--- src/pkg/vlt_pkg.sv ---
// constants, types and register layout of the variable length timer core
package vlt_pkg;

    // ==========================================================
    // register map (byte addresses)
    localparam logic [7:0] CONTROL_OFFSET = 8'h00;
    localparam logic [7:0] COUNT_OFFSET   = 8'h04;
    localparam logic [7:0] STATUS_OFFSET  = 8'h08;
    localparam logic [7:0] BUFFER_BASE    = 8'h10;
    localparam logic [7:0] LATCH_BASE     = 8'h20;
    localparam int         CHANNELS       = 3;  // channel 0 is the period channel

    // ==========================================================
    // count ceilings per length
    localparam logic [15:0] CEILING_16 = 16'hFFFF;
    localparam logic [15:0] CEILING_12 = 16'h0FFF;
    localparam logic [15:0] CEILING_10 = 16'h03FF;
    localparam logic [15:0] CEILING_8  = 16'h00FF;

    // ==========================================================
    // status bit positions
    localparam int MATCH_BIT = 0;
    localparam int WRAP_BIT  = 1;
    localparam int DOWN_BIT  = 2;

    // ==========================================================
    // field encodings
    typedef enum logic [1:0] {
        MODE_STOP       = 2'b00,
        MODE_UP         = 2'b01,
        MODE_CONTINUOUS = 2'b10,
        MODE_UP_DOWN    = 2'b11
    } mode_select_field_t;

    typedef enum logic [1:0] {
        LEN_16 = 2'b00,
        LEN_12 = 2'b01,
        LEN_10 = 2'b10,
        LEN_8  = 2'b11
    } length_t;

    typedef enum logic [1:0] {
        LOAD_IMMEDIATE = 2'b00,
        LOAD_AT_ZERO   = 2'b01,
        LOAD_AT_TURN   = 2'b10,
        LOAD_AT_ZERO_B = 2'b11
    } load_event_t;

    // control word, bit 0 upward: clear, source, divider, mode, length, enables
    typedef struct packed {
        logic [16:0]        reserved;
        logic               latch_group;
        load_event_t        load_event;
        logic               global_irq_enable;
        logic               match_irq_enable;
        logic               wrap_irq_enable;
        length_t            length;
        mode_select_field_t mode_select_field;
        logic [1:0]         divider_select;
        logic [1:0]         source_select;
        logic               counter_clear_bit;
    } timer_control_word_t;

    localparam timer_control_word_t CONTROL_RESET = 32'h0000_0000;

    // apb carriers
    typedef struct packed {
        logic [7:0]  paddr;
        logic        psel;
        logic        penable;
        logic        pwrite;
        logic [31:0] pwdata;
    } apb_req_t;

    typedef struct packed {
        logic [31:0] prdata;
        logic        pready;
        logic        pslverr;
    } apb_rsp_t;

endpackage

--- src/rtl/variable_length_timer_core.sv ---
// counter core of a variable length timer with apb register access
`timescale 1ns/100ps
`default_nettype none

module variable_length_timer_core
    import vlt_pkg::*;
(
    input  wire logic            clock,
    input  wire logic            rst_n,
    input  wire vlt_pkg::apb_req_t apb_req,
    output vlt_pkg::apb_rsp_t    apb_rsp,
    input  wire logic            external_timer_clock,
    input  wire logic            auxiliary_clock,
    input  wire logic            master_clock,
    input  wire logic            sub_system_clock,
    output logic [CHANNELS-1:0]  compare_equal,
    output logic                 irq_request
);
    import vlt_pkg::*;

    // ==========================================================
    // state
    typedef struct packed {
        logic [3:0]                 sync1;
        logic [3:0]                 sync2;
        logic [3:0]                 sync3;
        logic [2:0]                 div_cnt;
        logic [15:0]                count_value;
        logic                       count_down;
        logic                       zero_halt;
        timer_control_word_t        ctrl;
        logic                       period_match_flag;
        logic                       wrap_flag;
        logic [CHANNELS-1:0][15:0]  compare_buffer_n;
        logic [CHANNELS-1:0][15:0]  compare_latch_n;
        logic [CHANNELS-1:0]        pending;
        logic [CHANNELS-1:0]        equal;
        logic [31:0]                prdata;
        logic                       pslverr;
    } state_t;

    state_t state;
    state_t next_state;

    // ==========================================================
    // next state
    always_comb
    begin
        logic [3:0]  src_rise;
        logic        tick;
        logic [2:0]  div_mask;
        logic [15:0] ceiling;
        logic [15:0] period;
        logic [15:0] cnt;
        logic        set_match;
        logic        set_wrap;
        logic        ev_zero;
        logic        ev_turn;
        logic        load_now;
        logic        all_pending;
        logic        wr;
        logic        setup;
        logic [31:0] rdata;
        logic        hit;
        logic [31:0] wdata;
        src_rise    = 4'h0;
        tick        = 1'b0;
        div_mask    = 3'h0;
        ceiling     = CEILING_16;
        period      = 16'h0000;
        cnt         = 16'h0000;
        set_match   = 1'b0;
        set_wrap    = 1'b0;
        ev_zero     = 1'b0;
        ev_turn     = 1'b0;
        load_now    = 1'b0;
        all_pending = 1'b0;
        wr          = 1'b0;
        setup       = 1'b0;
        rdata       = 32'h0000_0000;
        hit         = 1'b0;
        wdata       = apb_req.pwdata;
        next_state  = state;

        // clock sources pass two flops; the third only feeds the edge detector
        next_state.sync1 = {sub_system_clock, master_clock, auxiliary_clock,
                            external_timer_clock};
        next_state.sync2 = state.sync1;
        next_state.sync3 = state.sync2;
        src_rise         = state.sync2 & ~state.sync3;

        // input divider: a tick each 1, 2, 4 or 8 source edges
        unique case (state.ctrl.divider_select)
            2'b00: div_mask = 3'h0;
            2'b01: div_mask = 3'h1;
            2'b10: div_mask = 3'h3;
            2'b11: div_mask = 3'h7;
        endcase
        if (src_rise[state.ctrl.source_select])
        begin
            next_state.div_cnt = state.div_cnt + 3'h1;
            tick = ((state.div_cnt & div_mask) == div_mask);
        end

        // ceiling per length
        unique case (state.ctrl.length)
            LEN_16: ceiling = CEILING_16;
            LEN_12: ceiling = CEILING_12;
            LEN_10: ceiling = CEILING_10;
            LEN_8:  ceiling = CEILING_8;
        endcase

        period = state.compare_latch_n[0];
        cnt    = state.count_value & ceiling;

        // counter stepping on each timer tick; stop mode simply holds
        if (tick && state.ctrl.mode_select_field != MODE_STOP)
        begin
            unique case (state.ctrl.mode_select_field)
                MODE_CONTINUOUS:
                begin
                    if (cnt >= ceiling)
                    begin
                        next_state.count_value = 16'h0000;
                        set_wrap = 1'b1;
                        ev_zero  = 1'b1;
                    end
                    else
                    begin
                        next_state.count_value = cnt + 16'h0001;
                    end
                end
                MODE_UP, MODE_UP_DOWN:
                begin
                    if (period == 16'h0000)
                    begin
                        next_state.zero_halt = 1'b1;
                    end
                    else if (state.zero_halt)
                    begin
                        next_state.zero_halt   = 1'b0;
                        next_state.count_value = 16'h0000;
                        next_state.count_down  = 1'b0;
                    end
                    else if (period > ceiling)
                    begin
                        if (state.ctrl.mode_select_field == MODE_UP)
                        begin
                            next_state.count_value = 16'h0000;
                            ev_zero = 1'b1;
                        end
                        else if (cnt >= ceiling)
                        begin
                            next_state.count_value = 16'h0000;
                            next_state.count_down  = 1'b0;
                            set_wrap = 1'b1;
                            ev_zero  = 1'b1;
                        end
                        else
                        begin
                            next_state.count_value = cnt + 16'h0001;
                        end
                    end
                    else if (state.ctrl.mode_select_field == MODE_UP)
                    begin
                        if (cnt >= period)
                        begin
                            next_state.count_value = 16'h0000;
                            set_wrap = (cnt == period);
                            ev_zero  = 1'b1;
                        end
                        else
                        begin
                            next_state.count_value = cnt + 16'h0001;
                            set_match = (cnt + 16'h0001 == period);
                        end
                    end
                    else if (!state.count_down)
                    begin
                        if (cnt >= period)
                        begin
                            next_state.count_down  = 1'b1;
                            next_state.count_value = cnt - 16'h0001;
                            ev_turn = 1'b1;
                        end
                        else
                        begin
                            next_state.count_value = cnt + 16'h0001;
                            set_match = (cnt + 16'h0001 == period);
                        end
                    end
                    else if (cnt == 16'h0000)
                    begin
                        next_state.count_down  = 1'b0;
                        next_state.count_value = 16'h0001;
                    end
                    else
                    begin
                        next_state.count_value = cnt - 16'h0001;
                        if (cnt == 16'h0001)
                        begin
                            next_state.count_down = 1'b0;
                            set_wrap = 1'b1;
                            ev_zero  = 1'b1;
                        end
                    end
                end
                default:
                begin
                    next_state.count_value = cnt;
                end
            endcase
        end

        // apb: a write lands at the access edge, read data is caught at setup
        wr    = apb_req.psel & apb_req.penable & apb_req.pwrite;
        setup = apb_req.psel & ~apb_req.penable;

        if (wr && apb_req.paddr == CONTROL_OFFSET)
        begin
            next_state.ctrl = timer_control_word_t'({17'h00000, wdata[14:1], 1'b0});
        end
        if (wr && apb_req.paddr == COUNT_OFFSET)
        begin
            // a plain load never sets a flag
            next_state.count_value = wdata[15:0] & ceiling;
            next_state.zero_halt   = 1'b0;
            set_wrap  = 1'b0;
            set_match = 1'b0;
        end

        // clear bit: count, divider and direction memory go back to zero
        if (wr && apb_req.paddr == CONTROL_OFFSET && wdata[0])
        begin
            next_state.count_value = 16'h0000;
            next_state.div_cnt     = 3'h0;
            next_state.count_down  = 1'b0;
            next_state.zero_halt   = 1'b0;
        end

        // flags: write one to clear, but a same-cycle set wins
        if (wr && apb_req.paddr == STATUS_OFFSET)
        begin
            next_state.period_match_flag = state.period_match_flag & ~wdata[MATCH_BIT];
            next_state.wrap_flag         = state.wrap_flag & ~wdata[WRAP_BIT];
        end
        next_state.period_match_flag = next_state.period_match_flag | set_match;
        next_state.wrap_flag         = next_state.wrap_flag | set_wrap;

        // buffer writes mark a pending transfer into the latch
        for (int i = 0; i < CHANNELS; i++)
        begin
            if (wr && apb_req.paddr == BUFFER_BASE + 8'(4 * i))
            begin
                next_state.compare_buffer_n[i] = wdata[15:0];
                next_state.pending[i]          = 1'b1;
            end
        end

        // transfer event; immediate mode is the reset value
        unique case (state.ctrl.load_event)
            LOAD_IMMEDIATE: load_now = 1'b1;
            LOAD_AT_ZERO:   load_now = ev_zero;
            LOAD_AT_TURN:   load_now = ev_zero | ev_turn;
            LOAD_AT_ZERO_B: load_now = ev_zero;
        endcase
        all_pending = &state.pending;
        for (int i = 0; i < CHANNELS; i++)
        begin
            // a group only moves when every member has fresh data
            if (state.pending[i] && load_now
                && (!state.ctrl.latch_group || all_pending))
            begin
                next_state.compare_latch_n[i] = state.compare_buffer_n[i];
                next_state.pending[i]         = next_state.pending[i]
                                                & (wr && apb_req.paddr == BUFFER_BASE
                                                   + 8'(4 * i));
            end
            next_state.equal[i] = ((next_state.count_value & ceiling)
                                   == next_state.compare_latch_n[i]);
        end

        // read mux; unmapped addresses answer with an error
        hit = 1'b1;
        if (apb_req.paddr == CONTROL_OFFSET)
        begin
            rdata = 32'(state.ctrl);
        end
        else if (apb_req.paddr == COUNT_OFFSET)
        begin
            rdata = {16'h0000, cnt};
        end
        else if (apb_req.paddr == STATUS_OFFSET)
        begin
            rdata = {29'h0000_0000, state.count_down, state.wrap_flag,
                     state.period_match_flag};
        end
        else
        begin
            hit = 1'b0;
            for (int i = 0; i < CHANNELS; i++)
            begin
                if (apb_req.paddr == BUFFER_BASE + 8'(4 * i))
                begin
                    rdata = {16'h0000, state.compare_buffer_n[i]};
                    hit   = 1'b1;
                end
                if (apb_req.paddr == LATCH_BASE + 8'(4 * i))
                begin
                    rdata = {16'h0000, state.compare_latch_n[i]};
                    hit   = 1'b1;
                end
            end
        end
        if (setup)
        begin
            next_state.prdata  = rdata;
            next_state.pslverr = ~hit;
        end
    end

    // ==========================================================
    // registers
    always_ff @(posedge clock)
    begin
        if (!rst_n)
        begin
            state      <= '0;
            state.ctrl <= CONTROL_RESET;
        end
        else
        begin
            state <= next_state;
        end
    end

    // ==========================================================
    // outputs
    // zero wait states: read data was captured in the setup cycle
    assign apb_rsp.prdata  = state.prdata;
    assign apb_rsp.pready  = 1'b1;
    assign apb_rsp.pslverr = state.pslverr & apb_req.psel & apb_req.penable;
    assign compare_equal   = state.equal;
    // request only when flag, its own enable and the global enable agree
    assign irq_request = state.ctrl.global_irq_enable
                         & ((state.period_match_flag & state.ctrl.match_irq_enable)
                            | (state.wrap_flag & state.ctrl.wrap_irq_enable));

endmodule

`default_nettype wire

--- config.mk ---
export PLATFORM = sky130hd
export DESIGN_NAME = variable_length_timer_core
export DESIGN_NICKNAME = d
export VERILOG_FILES = /design/src/pkg/vlt_pkg.sv /design/src/rtl/variable_length_timer_core.sv
export SDC_FILE = /design/constraint.sdc
export NUM_CORES = 1
export LEC_CHECK = 0
export BUFFER_PORTS_ARGS = -buffer_cell sky130_fd_sc_hd__clkbuf_2
export CORE_MARGIN = 2
export CORE_UTILIZATION = 43
export DETAILED_ROUTE_END_ITERATION = 8
export GPL_TIMING_DRIVEN = 0
export PLACE_DENSITY_LB_ADDON = 0.2
export SKIP_CTS_REPAIR_TIMING = 1
export SYNTH_ARGS = -nofsm -noshare
export SYNTH_HDL_FRONTEND = slang
export SYNTH_SLANG_ARGS = --single-unit
export TNS_END_PERCENT = 50
--- constraint.sdc ---
create_clock -name clock -period 4.04 [get_ports clock]
set_input_delay 0.404 -clock clock [delete_from_list [all_inputs] [get_ports clock]]
set_output_delay 0.404 -clock clock [all_outputs]
set_load 0.01 [all_outputs]
==> out/metrics.yaml <==
outcome:
  status: "complete, but fails checks"
  violations: "negative setup slack"
final_layout:
  area_growth_pct: 21.3
  fin_nets: 1610
  fin_area_um2: 13100
  fillers: 2418
  diodes: 0
  drive_gt1_share_pct: 18.5
  finish.utilization_pct: 53.5
timing:
  hold_violations: 0
  worst_pin_slew_ns: 1.30
  max_slew_margin_pct: 12.9
  min_period_ns: 4.45
  period_share_pct: 110
  fin_tns_setup_ns: -1.03
  fin_ws_ns: -0.411
  fmaxAchievable_mhz: 225
  final_max_slew_viol_count: 0
  timing.hold.ws_ns: 0.163
  finClkSkew_ns: 0.0184
  rsz0062_at_grt: "true"
  finalSetupViolations: 3
synth:
  yosys_warnings: 0
  netlist_instances: 1403
  synth_edf_count: 0
  ys_ff_latch: 168
  ys_seq_area_share_pct: 31.2
  avgSynthCellArea_um2: 7.69
  synth_top_area_cell: "dfxtp_1"
  netlist_top_cells_count: "194 x nand2_1, 168 x dfxtp_1, 135 x nor2_1, 125 x a21oi_1, 76 x clkbuf_1"
  yosysMostFrequentCell: "nand2_1"
  post-synth-top-area-fraction_pct: 31.2
  synth-main-ff-cell: "dfxtp_1"
  synth_area_leaders: "dfxtp_1 31%, nand2_1 6.8%, a21oi_1 5.8%"
  synthDistinctLibCells: 92
  synthArstFlopShare_pct: 0
  synth_area_um2: 10800
worst_hold_path:
  hold_path_end: "next_state[194]"
  holdCritStartpoint: "external_timer_clock"
  holdPathStages: 2
  hold_class: "in -> reg"
clock_tree:
  cts_tree: "built"
  cts_buffer_depth: 2
  cts_buffers: 17
  cts.root.buffer_cell: "clkbuf_16"
  clock_sinks: 168
  clk_pin_slew_ns: 0.08
  worstSkewPairLatency_ns: 0.44
  htreeDepth: 4
drt:
  via_count: 12000
  wire_per_inst_um: 27.2
  ant_nets: 0
  avgViaCountPerCell: 6.40
  wirelength_um: 50900
  drtIter0Drc: 1814
  drt_pass1_iterations: 6
  drc: 0
worst_setup_path:
  cp-start-kind: "register"
  critPathMaxFanout: 9
  cp.arrival_ns: 4.79
  worstPathRequired_ns: 4.38
  regToRegSetupSlack_ns: -0.41
  path_class: "reg -> reg"
  worstReg2RegStart: "state[172]"
  rr_worst_depth: 14
  end_kind: "register"
  reg2reg_to: "compare_equal[0]"
global_route:
  antenna_found_initial: 0
  gr-total-overflow: 0
  grt_max_degree: 19
  grt_pass1_wl_um: 71800
  grt_util_all_layers_pct: 37.7
  grt_pass1_vias: 10600
job:
  drv_cap: 0
pwr:
  p_leak_nw: 4.82
  vdd_ir_drop_max_uv: 297
  p_per_area_nw_per_um2: 279
floorplan:
  io-pin-count: 87
  rows: 57
  core_um2: 24500
  fp.dieArea_um2: 26400
  die_w_um: 162
  start_util_pct: 44.1
  die_y_um: 162
placement:
  dpl.hpwl_um: 37800
  port_buffers: 51
  gp_congestion: 1.04
  placed_area_um2: 11500
placed cells by master, fill, tap and decap left out, drive strengths merged, types with 10 or more instances in the layout:
master  count
nand2     194
dfxtp     168
clkbuf    144
nor2      135
a21oi     127
buf       109
o21ai      66
xnor2      51
mux2i      41
nor3       39
inv        35
nand3      32
xor2       31
ha         25
a221oi     24
nor4       23
o211ai     20
nand4      19
a31oi      19
and2       18
conb       17
nand2b     16
o22ai      16
a22oi      13
or4        12
or3        11
a211oi     10
layout make-up:
cell class	count	area, µm²	share of cell area, %
plain buffers	134	746	5.70
clock buffers	18	429	3.28
clock inverters	14	179	1.37
inverters	30	119	0.908
multi-input cells	1084	7160	54.7
flip-flops and latches	168	3370	25.7
well taps	324	405	3.10
repair buffers	101	686	5.24
worst max path at each step:
| stage | from | depth (start not counted) | slack, ns | to |
|---|---|---|---|---|
| floorplan | state[145] | 16 | 0.06 | compare_equal[2] |
| global placement | state[171] | 15 | -2.24 | compare_equal[2] |
| detailed placement | state[171] | 15 | -2.09 | compare_equal[2] |
| CTS | state[171] | 15 | -2.11 | compare_equal[2] |
| global route | state[172] | 14 | -0.38 | compare_equal[2] |
| finish | state[172] | 14 | -0.41 | compare_equal[0] |
logic make-up after synthesis:
| family | count (synthesis) | share of synthesized area, % |
|---|---|---|
| xor+xnor | 82 | 6.66 |
| simple gates | 530 | 23.1 |
| mux | 44 | 4.34 |
| buf+inv | 166 | 7.56 |
| flops | 168 | 31.2 |
| compound gates | 385 | 24.1 |
| other cells | 2 | 0.0696 |
| fa+ha+maj | 26 | 2.99 |
through the flow:
step	instances	total power, W	setup WS (ns)
2_1_floorplan	1418	0.00182	0.0586
3_3_place_gp	1793	0.00193	-2.24
5_1_grt	1873	0.00373	-0.385
3_5_place_dp	1793	0.00193	-2.09
6_report	1873	0.00365	-0.411
4_1_cts	1825	0.00363	-2.11
per-layer routing:
layer,vias up,global-route usage [%],wire (µm)
met5,-,0,0
met4,0,16.3,2670
met3,165,11.3,6700
met2,808,55.4,21100
met1,5726,51.3,20400
li1,5290,-,-
critical path: stages (launching register included):
cell and delay, ns:
dfxtp_2 0.52, ha_1 0.20, buf_2 0.23, nand4_1 0.11, buf_4 0.19, or4_1 0.46, clkbuf_1 0.31, nand2_1 0.42
nor4_1 0.09, o311a_1 0.32, a221oi_1 0.54, nor2_2 0.24, xor2_1 0.28, nand3_1 0.13, nor4_2 0.29
flip-flops by register name, indices dropped and copies added (netlist names):
signal,count
next_state,8
compare_equal,3
state,141
apb_rsp,16
power breakdown:
group | internal (W) | switching (W)
combinational | 0.0000709 | 0.000148
sequential | 0.00167 | 0.00000852
clock | 0.000895 | 0.000854
Power figures use the tool's default switching activity.
